--- src/logic/cls_regs.svh ---
// register offsets, field positions, slot codes and timing counts for the limit switch control
`ifndef CLS_REGS_SVH
`define CLS_REGS_SVH
`define CLS_ADDR_REQ_EN 8'h0D
`define CLS_ADDR_OC_STATUS 8'h1D
`define CLS_ADDR_OC_MASK 8'h25
`define CLS_ADDR_REQ_EN_ALIAS 8'hB0
`define CLS_ADDR_CONTROL 8'hC7
`define CLS_ADDR_FAULT_CFG 8'hD7
`define CLS_ADDR_SW_STATUS 8'hE0
`define CLS_BIT_ENA_REQ 15
`define CLS_BIT_OC_FLAG 15
`define CLS_BIT_OC_MASK 15
`define CLS_BIT_FAULT_EXCL 15
`define CLS_FLD_RESP_HI 15
`define CLS_FLD_RESP_LO 14
`define CLS_FLD_START_HI 13
`define CLS_FLD_START_LO 10
`define CLS_FLD_SHUT_HI 9
`define CLS_FLD_SHUT_LO 6
`define CLS_BIT_SLEEP_BEH 4
`define CLS_BIT_BULK_SLEEP 1
`define CLS_BIT_BULK_ACTIVE 0
`define CLS_SLOT_NEVER 4'h0
`define CLS_SLOT_ON_ACTIVE 4'hF
`define CLS_OC_FILTER_NS 1000
`define CLS_CLK_PERIOD_NS 40
`define CLS_OC_FILTER_CYC ((`CLS_OC_FILTER_NS + `CLS_CLK_PERIOD_NS - 1) / `CLS_CLK_PERIOD_NS)
`endif

--- src/logic/cls_pkg.sv ---
// types shared by the limit switch control
package cls_pkg;
  typedef enum logic [2:0] {
    CLS_PS_OFF = 3'b000,
    CLS_PS_STARTUP = 3'b001,
    CLS_PS_PRE_ACTIVE = 3'b010,
    CLS_PS_ACTIVE = 3'b011,
    CLS_PS_SLEEP = 3'b100,
    CLS_PS_SHUTDOWN = 3'b101
  } cls_pwr_state_t;
  typedef enum logic [1:0] {
    CLS_OC_IGNORE = 2'b00,
    CLS_OC_OPEN = 2'b01,
    CLS_OC_SHUT_A = 2'b10,
    CLS_OC_SHUT_B = 2'b11
  } cls_oc_resp_t;
  typedef enum logic [1:0] {
    CLS_FLT_IDLE = 2'b00,
    CLS_FLT_COUNT = 2'b01,
    CLS_FLT_QUAL = 2'b10
  } cls_flt_state_t;
endpackage

--- src/logic/cls_switch_ctrl.sv ---
// limit switch control: enable, slots, sleep, bulk detect, over-current and fault output
`include "cls_regs.svh"

module cls_switch_ctrl #(
  parameter int OC_FILTER_CYC = `CLS_OC_FILTER_CYC,
  parameter logic [3:0] CUSTOM_START_SLOT = 4'h1
) (
  input wire logic sys_clk_in,
  input wire logic rst_in,
  input wire logic [7:0] addr_in,
  input wire logic [15:0] wdata_in,
  input wire logic wr_in,
  input wire logic rd_in,
  output logic [15:0] rdata_out,
  input wire cls_pkg::cls_pwr_state_t pwr_state_in,
  input wire logic seq_slot_strobe_in,
  input wire logic [3:0] seq_slot_in,
  input wire logic custom_mode_in,
  input wire logic oc_raw_in,
  input wire logic other_fault_n_in,
  output logic switch_close_out,
  output logic bulk_detect_en_out,
  output logic overcurrent_group_irq_out,
  output logic system_shutdown_out,
  output logic supply_fault_n_out
);
  logic [2:0] oc_sync_q;
  logic switch_enable_request_q;
  logic [3:0] startup_slot_select_q;
  logic [3:0] shutdown_slot_select_q;
  logic switch_sleep_behaviour_q;
  logic bulk_detect_active_open_q;
  logic bulk_detect_sleep_open_q;
  logic [1:0] overcurrent_response_q;
  logic switch_overcurrent_irq_mask_q;
  logic switch_fault_exclude_q;
  logic switch_overcurrent_flag_q;
  logic sw_on_q;
  logic oc_trip_q;
  logic oc_filt_q;
  logic oc_filt_prev_q;
  logic [15:0] oc_cnt_q;
  logic shutdown_q;
  logic [15:0] rdata_q;
  logic req_sel;
  logic wr_req;
  logic wr_ctrl;
  logic rd_status;
  logic oc_edge;
  logic startup_hit;
  logic shutdown_hit;
  logic entering_active;
  cls_pkg::cls_pwr_state_t prev_state_q;
  cls_pkg::cls_flt_state_t flt_state_q;
  cls_pkg::cls_oc_resp_t resp;

  // decode; both request addresses land on the same bit
  always_comb begin
    req_sel = 1'b0;
    if (addr_in == `CLS_ADDR_REQ_EN) begin
      req_sel = 1'b1;
    end else if (addr_in == `CLS_ADDR_REQ_EN_ALIAS) begin
      req_sel = 1'b1;
    end
  end
  assign wr_req = wr_in && req_sel;
  assign wr_ctrl = wr_in && (addr_in == `CLS_ADDR_CONTROL);
  assign rd_status = rd_in && (addr_in == `CLS_ADDR_OC_STATUS);
  assign resp = cls_pkg::cls_oc_resp_t'(overcurrent_response_q);

  // sequencer slot events
  assign entering_active = (pwr_state_in == cls_pkg::CLS_PS_ACTIVE) &&
                           (prev_state_q != cls_pkg::CLS_PS_ACTIVE) &&
                           (prev_state_q != cls_pkg::CLS_PS_SLEEP);
  assign startup_hit = (pwr_state_in == cls_pkg::CLS_PS_STARTUP) && seq_slot_strobe_in &&
                       (startup_slot_select_q != `CLS_SLOT_NEVER) &&
                       (startup_slot_select_q != `CLS_SLOT_ON_ACTIVE) &&
                       (seq_slot_in == startup_slot_select_q);
  assign shutdown_hit = (pwr_state_in == cls_pkg::CLS_PS_SHUTDOWN) && seq_slot_strobe_in &&
                        (shutdown_slot_select_q != `CLS_SLOT_NEVER) &&
                        (shutdown_slot_select_q != `CLS_SLOT_ON_ACTIVE) &&
                        (seq_slot_in == shutdown_slot_select_q);

  always_ff @(posedge sys_clk_in) begin
    if (rst_in) begin
      prev_state_q <= cls_pkg::CLS_PS_OFF;
    end else begin
      prev_state_q <= pwr_state_in;
    end
  end

  // enable request; hardware setting wins over a software clear
  always_ff @(posedge sys_clk_in) begin
    if (rst_in) begin
      switch_enable_request_q <= 1'b0;
    end else if (startup_hit) begin
      switch_enable_request_q <= 1'b1;
    end else if (entering_active && startup_slot_select_q == `CLS_SLOT_ON_ACTIVE) begin
      switch_enable_request_q <= 1'b1;
    end else if (wr_req) begin
      switch_enable_request_q <= wdata_in[`CLS_BIT_ENA_REQ];
    end
  end

  // control register; custom modes force the start-up slot preset
  always_ff @(posedge sys_clk_in) begin
    if (rst_in) begin
      startup_slot_select_q <= 4'h0;
      shutdown_slot_select_q <= 4'h0;
      switch_sleep_behaviour_q <= 1'b0;
      bulk_detect_active_open_q <= 1'b1;
      bulk_detect_sleep_open_q <= 1'b1;
      overcurrent_response_q <= 2'h0;
    end else begin
      if (custom_mode_in) begin
        startup_slot_select_q <= CUSTOM_START_SLOT;
      end else if (wr_ctrl) begin
        startup_slot_select_q <= wdata_in[`CLS_FLD_START_HI:`CLS_FLD_START_LO];
      end
      if (wr_ctrl) begin
        shutdown_slot_select_q <= wdata_in[`CLS_FLD_SHUT_HI:`CLS_FLD_SHUT_LO];
        switch_sleep_behaviour_q <= wdata_in[`CLS_BIT_SLEEP_BEH];
        bulk_detect_active_open_q <= wdata_in[`CLS_BIT_BULK_ACTIVE];
        bulk_detect_sleep_open_q <= wdata_in[`CLS_BIT_BULK_SLEEP];
        overcurrent_response_q <= wdata_in[`CLS_FLD_RESP_HI:`CLS_FLD_RESP_LO];
      end
    end
  end

  // mask and fault-output configuration
  always_ff @(posedge sys_clk_in) begin
    if (rst_in) begin
      switch_overcurrent_irq_mask_q <= 1'b0;
      switch_fault_exclude_q <= 1'b0;
    end else begin
      if (wr_in && addr_in == `CLS_ADDR_OC_MASK) begin
        switch_overcurrent_irq_mask_q <= wdata_in[`CLS_BIT_OC_MASK];
      end
      if (wr_in && addr_in == `CLS_ADDR_FAULT_CFG) begin
        switch_fault_exclude_q <= wdata_in[`CLS_BIT_FAULT_EXCL];
      end
    end
  end

  // raw over-current comes from the analog side: three-stage sync, agree on last two
  always_ff @(posedge sys_clk_in) begin
    if (rst_in) begin
      oc_sync_q <= 3'h0;
    end else begin
      oc_sync_q <= {oc_sync_q[1:0], oc_raw_in};
    end
  end

  // persistence filter, so short surges never flag a fault
  always_ff @(posedge sys_clk_in) begin
    if (rst_in) begin
      flt_state_q <= cls_pkg::CLS_FLT_IDLE;
      oc_cnt_q <= 16'h0000;
    end else if (oc_sync_q[2] == oc_sync_q[1]) begin
      case (flt_state_q)
        cls_pkg::CLS_FLT_IDLE: begin
          oc_cnt_q <= 16'h0000;
          if (oc_sync_q[2]) begin
            flt_state_q <= cls_pkg::CLS_FLT_COUNT;
          end
        end
        cls_pkg::CLS_FLT_COUNT: begin
          if (!oc_sync_q[2]) begin
            flt_state_q <= cls_pkg::CLS_FLT_IDLE;
          end else if (oc_cnt_q >= 16'(OC_FILTER_CYC - 1)) begin
            flt_state_q <= cls_pkg::CLS_FLT_QUAL;
          end else begin
            oc_cnt_q <= oc_cnt_q + 16'h0001;
          end
        end
        cls_pkg::CLS_FLT_QUAL: begin
          if (!oc_sync_q[2]) begin
            flt_state_q <= cls_pkg::CLS_FLT_IDLE;
          end
        end
        default: begin
          flt_state_q <= cls_pkg::CLS_FLT_IDLE;
        end
      endcase
    end
  end

  assign oc_filt_q = (flt_state_q == cls_pkg::CLS_FLT_QUAL);
  always_ff @(posedge sys_clk_in) begin
    if (rst_in) begin
      oc_filt_prev_q <= 1'b0;
    end else begin
      oc_filt_prev_q <= oc_filt_q;
    end
  end
  assign oc_edge = oc_filt_q && !oc_filt_prev_q;

  // sticky flag: a new edge in the reading cycle survives the clear
  always_ff @(posedge sys_clk_in) begin
    if (rst_in) begin
      switch_overcurrent_flag_q <= 1'b0;
    end else if (oc_edge) begin
      switch_overcurrent_flag_q <= 1'b1;
    end else if (rd_status) begin
      switch_overcurrent_flag_q <= 1'b0;
    end
  end

  // over-current response; trip holds the switch open until request is rewritten or the power state is off
  always_ff @(posedge sys_clk_in) begin
    if (rst_in) begin
      oc_trip_q <= 1'b0;
      shutdown_q <= 1'b0;
    end else begin
      if (oc_edge && resp == cls_pkg::CLS_OC_OPEN) begin
        oc_trip_q <= 1'b1;
      end else if (wr_req || pwr_state_in == cls_pkg::CLS_PS_OFF) begin
        oc_trip_q <= 1'b0;
      end
      if (oc_edge && (resp == cls_pkg::CLS_OC_SHUT_A || resp == cls_pkg::CLS_OC_SHUT_B)) begin
        shutdown_q <= 1'b1;
      end else if (pwr_state_in == cls_pkg::CLS_PS_OFF) begin
        shutdown_q <= 1'b0;
      end
    end
  end

  // actual switch state, by power state
  always_ff @(posedge sys_clk_in) begin
    if (rst_in) begin
      sw_on_q <= 1'b0;
    end else if (oc_trip_q || (oc_edge && resp == cls_pkg::CLS_OC_OPEN)) begin
      sw_on_q <= 1'b0;
    end else begin
      case (pwr_state_in)
        cls_pkg::CLS_PS_ACTIVE: sw_on_q <= switch_enable_request_q;
        cls_pkg::CLS_PS_STARTUP: if (startup_hit) sw_on_q <= 1'b1;
        cls_pkg::CLS_PS_SLEEP: if (!switch_sleep_behaviour_q) sw_on_q <= 1'b0;
        cls_pkg::CLS_PS_SHUTDOWN: if (shutdown_hit) sw_on_q <= 1'b0;
        cls_pkg::CLS_PS_OFF: sw_on_q <= 1'b0;
        default: sw_on_q <= sw_on_q; // pre-active holds; request waits
      endcase
    end
  end

  assign switch_close_out = sw_on_q;
  assign system_shutdown_out = shutdown_q;

  // bulk detection: forced on while closed, else per state bit
  always_comb begin
    if (sw_on_q) begin
      bulk_detect_en_out = 1'b1;
    end else if (pwr_state_in == cls_pkg::CLS_PS_SLEEP) begin
      bulk_detect_en_out = bulk_detect_sleep_open_q;
    end else begin
      bulk_detect_en_out = bulk_detect_active_open_q;
    end
  end

  assign overcurrent_group_irq_out = switch_overcurrent_flag_q &&
                                     !switch_overcurrent_irq_mask_q;
  // fault output follows the live qualified condition, not the sticky flag
  assign supply_fault_n_out = other_fault_n_in &&
                              !(oc_filt_q && !switch_fault_exclude_q);

  // read data; unmapped addresses read zero, read data valid one cycle later
  always_ff @(posedge sys_clk_in) begin
    if (rst_in) begin
      rdata_q <= 16'h0000;
    end else if (rd_in) begin
      if (req_sel) begin
        rdata_q <= {switch_enable_request_q, 15'h0000};
      end else if (addr_in == `CLS_ADDR_OC_STATUS) begin
        rdata_q <= {switch_overcurrent_flag_q, 15'h0000};
      end else if (addr_in == `CLS_ADDR_OC_MASK) begin
        rdata_q <= {switch_overcurrent_irq_mask_q, 15'h0000};
      end else if (addr_in == `CLS_ADDR_CONTROL) begin
        rdata_q <= {overcurrent_response_q, startup_slot_select_q, shutdown_slot_select_q,
                    1'b0, switch_sleep_behaviour_q, 2'h0, bulk_detect_sleep_open_q,
                    bulk_detect_active_open_q};
      end else if (addr_in == `CLS_ADDR_FAULT_CFG) begin
        rdata_q <= {switch_fault_exclude_q, 15'h0000};
      end else if (addr_in == `CLS_ADDR_SW_STATUS) begin
        rdata_q <= {sw_on_q, oc_filt_q, oc_trip_q, 13'h0000};
      end else begin
        rdata_q <= 16'h0000;
      end
    end else begin
      rdata_q <= 16'h0000;
    end
  end
  assign rdata_out = rdata_q;

  // helper: cycles since the synchronised line last agreed low; saturates, never wraps
  logic [15:0] oc_run_q;
  always_ff @(posedge sys_clk_in) begin
    if (rst_in) begin
      oc_run_q <= 16'h0000;
    end else if (!oc_sync_q[2] && !oc_sync_q[1]) begin
      oc_run_q <= 16'h0000;
    end else if (oc_run_q != 16'hFFFF) begin
      oc_run_q <= oc_run_q + 16'h0001;
    end
  end
endmodule

--- config.mk ---
export PLATFORM = sky130hd
export DESIGN_NAME = cls_switch_ctrl
export DESIGN_NICKNAME = d
export VERILOG_FILES = /design/src/logic/cls_pkg.sv /design/src/logic/cls_switch_ctrl.sv
export VERILOG_INCLUDE_DIRS = /design/src /design/src/logic
export SDC_FILE = /design/constraint.sdc
export NUM_CORES = 1
export LEC_CHECK = 0
export BUFFER_PORTS_ARGS = -buffer_cell sky130_fd_sc_hd__buf_2
export CAP_MARGIN = 20
export CORE_MARGIN = 4
export CORE_UTILIZATION = 40
export CTS_BUF_LIST = sky130_fd_sc_hd__clkbuf_4
export DETAILED_ROUTE_END_ITERATION = 8
export GPL_ROUTABILITY_DRIVEN = 0
export GPL_TIMING_DRIVEN = 0
export PLACE_DENSITY = 0.64
export RECOVER_POWER = 50
export SYNTH_ARGS = -nofsm -noshare
export SYNTH_HDL_FRONTEND = slang
export SYNTH_SLANG_ARGS = --single-unit
--- constraint.sdc ---
create_clock -name sys_clk_in -period 3.2 [get_ports sys_clk_in]
set_clock_uncertainty 0.2 [all_clocks]
set_input_delay 0.16 -clock sys_clk_in [delete_from_list [all_inputs] [get_ports sys_clk_in]]
set_output_delay 0.16 -clock sys_clk_in [all_outputs]
set_load 0.005 [all_outputs]
==> results.toml <==
[cells_and_area]
area_growth_pct = 30.2
n_antenna_cell = 0
finalInstanceArea_sq_um = 3420
layout_commonest_cell = "dfxtp_1"
layout_common_cells = "dfxtp_1, buf_2, nand2_1"
final_nets = 435
drive_above_1_share_pct = 18.8
instances_no_fill = 476
fillers = 616

[timing]
finalSetupViolCount = 0
tns_ps = 0
slew_headroom_pct = 51.1
holdWs_ps = 65.8
hold_violations = 0
tightest_slew_ps = 726
slew_viol_final = 0
period_share_pct = 81.3
clock.fmax_ghz = 0.384
fin_crit_ps = 2600
rsz0062_at_grt = "no"

[critical_path]
max_stage_delay_ps = 570
cp_num_cells = 10
path_max_fanout = 10
path_cells = "dlygate4sd3_1 > buf_2 > nand4b_1 > nor3_1 > and3b_1 > buf_4 > buf_6 > mux2i_1 > nor3_2 > dlygate4sd3_1"
cp_common_cell = "dlygate4sd3_1"
cp-end-kind = "flop"
crit_family = "buffers and inverters"
critPathArrivalTime_ps = 2690
critical_path_buf_inv_count = 5
r2r_cells = 5
required_ps = 3290
path_class = "input port to flop"
cp_slowest_cell = "dlygate4sd3_1"
critPathLaunchType = "input port"

[detailed_routing]
drtPass1Iterations = 4
vias = 2408
first_iter_violations = 98
via_per_inst = 5.06
antenna_left = 0
avgRoutedWirePerCell_um = 13.1
drc = 0
wirelength_mm = 6.24

[synth]
synth-edff-count = 0
async_flop_share_pct = 0
syn_inst = 298
ys_seq_area_share_pct = 44.3
netlist_area_sq_um = 2620
yosys_warnings = 0
synth_cell_types = 58
syn_area_per_cell_sq_um = 8.80
ys.flop_type = "dfxtp_1"
synth-seq-cells = 58

[pwr]
vdd_drop_max_uv = 331
power_per_cell_area_nw_per_um2 = 423
leakage_nw = 1.34
p_clk_share_pct = 41.2
pwr-share-seq_pct = 50.6
p_comb_share_pct = 8.1
power.internal_w = 0.00111
switchingPower_w = 0.000337
swShare_pct = 23.3

[placement]
placed_cell_area_sq_um = 2990
portBuffers = 53
dp.cells = 430
hpwl_mm = 4.49

[global_route]
grt_max_degree = 11
grt_pass1_wl_mm = 10.5
grt_pass1_vias = 2350
antenna_found_initial = 0
grt_overflow = 0
grt_use_total_pct = 17.0

[floorplan]
start_util_pct = 41.3
core-area_sq_um = 6350
die_height_um = 89.0
die_w_um = 89.0
rows = 29
dieArea_sq_um = 7920
num_io_pins = 60

[clock_tree]
clkLatencyLatePin_ps = 400
cts_buffer_depth = 2
numCtsBuffers = 9
ctsRootBufferMaster = "clkbuf_4"
cts.sinks = 58
clk_pin_slew_worst_paths_ps = 100
cts_setup_buffers = 0
cts_max_level = 3
cts_tree = "done"

[worst_hold_path]
hold_path_depth = 5
worstHoldPathType = "input port to flop"

[flow_run]
max-cap-violations = 0

[status]
run_status = "completed"
layout make-up:
type	count	area, sq um	share of cell area (%)
Inverter	10	37.5	1.10
Sequential cell	58	1160	34.0
Buffer	12	80.1	2.34
Timing Repair Buffer	83	552	16.1
Tap cell	77	96.3	2.82
Clock buffer	10	75.1	2.20
Clock inverter	6	81.3	2.38
Multi-Input combinational cell	220	1330	39.0
power by group through the flow:
stage | clock network [W] | registers, W | logic (W)
after floorplan | 0 | 0.000747 | 0.0000496
after global placement | 0 | 0.000748 | 0.0000948
after detailed placement | 0 | 0.000748 | 0.0000960
after CTS | 0.000608 | 0.000732 | 0.000119
after global routing | 0.000643 | 0.000733 | 0.000130
final | 0.000596 | 0.000732 | 0.000117
registers in the layout, summed over array words and instances, names as in the netlist, 2 cells and up:
signal	cells
oc_sync_q	3
shutdown_slot_select_q	4
flt_state_q	2
overcurrent_response_q	2
prev_state_q	3
rdata_out	13
oc_cnt_q	16
startup_slot_select_q	4
path summary, 6_finish.rpt:
check                       from                  endpoint  slack, ps
setup / recovery      addr_in[1]  startup_slot_select_q[3]        600
hold / removal        addr_in[2]             rdata_out[14]         70
setup reg to reg  flt_state_q[0]          switch_close_out        990
hold reg to reg     oc_sync_q[0]              oc_sync_q[1]        250
Yosys cell counts (3+ instances only):
master	instances	area, sq um
o21ai_0	6	30.0
or3_1	3	18.8
mux2i_1	8	80.1
a21oi_1	14	70.1
nor3_1	13	65.1
dfxtp_1	58	1160
xor2_1	4	35.0
a21boi_1	3	22.5
inv_1	9	33.8
and2_1	17	106
nand3_1	8	40.0
xnor2_1	4	35.0
nor2_1	21	78.8
buf_4	5	37.5
a31oi_1	4	25.0
nand2_1	39	146
o21a_1	7	52.6
clkbuf_1	3	11.3
nor4_1	3	18.8
o211ai_1	4	30.0
nor3b_1	3	22.5
nand4_1	6	37.5
nor2b_1	8	50.1
per-layer routing:
layer / GRT usage [%] / vias to the layer above / share of wire, %
li1: - / 1237 / -
met1: 20.6 / 1106 / 44
met2: 29.0 / 53 / 49
met3: 3.04 / 12 / 5.4
met4: 7.98 / 0 / 1.7
met5: 0 / - / 0
repair_timing:
item / in CTS / in global routing
endpoints found under the setup margin: 0 / 0
hold buffers: 30 / 0
gates resized for setup: 0 / 0
endpoints found under the hold margin: 26 / 0
worst reg2reg max path, delay by kind of cell (launching register included):
kind | cells | cell delay (ps)
AO/OA/AOI/OAI | 1 | 170
buffers and inverters | 1 | 570
flip-flops | 1 | 410
AND/OR/NAND/NOR | 3 | 830
through the flow:
stage | util (%) | power, W | worst slack (ps)
6_report | 53.8 | 0.00144 | 598
5_1_grt | 53.8 | 0.00150 | 431
4_1_cts | 54.3 | 0.00146 | 788
3_5_place_dp | 47.1 | 0.000844 | 1370
3_3_place_gp | 47.1 | 0.000843 | 1380
2_1_floorplan | - | 0.000797 | 1570
cells by family after synthesis:
logic type | count (synthesis) | share of synthesized area [%]
AOI/OAI and AO/OA | 53 | 13.4
xor gates and xnor gates | 8 | 2.67
adders and majority gates | 2 | 0.954
buffers and inverters | 22 | 4.53
DFF | 58 | 44.3
muxes | 8 | 3.05
other | 1 | 0.143
and+or+nand+nor | 146 | 30.9
Note: power is estimated with default switching activity, not from simulation.
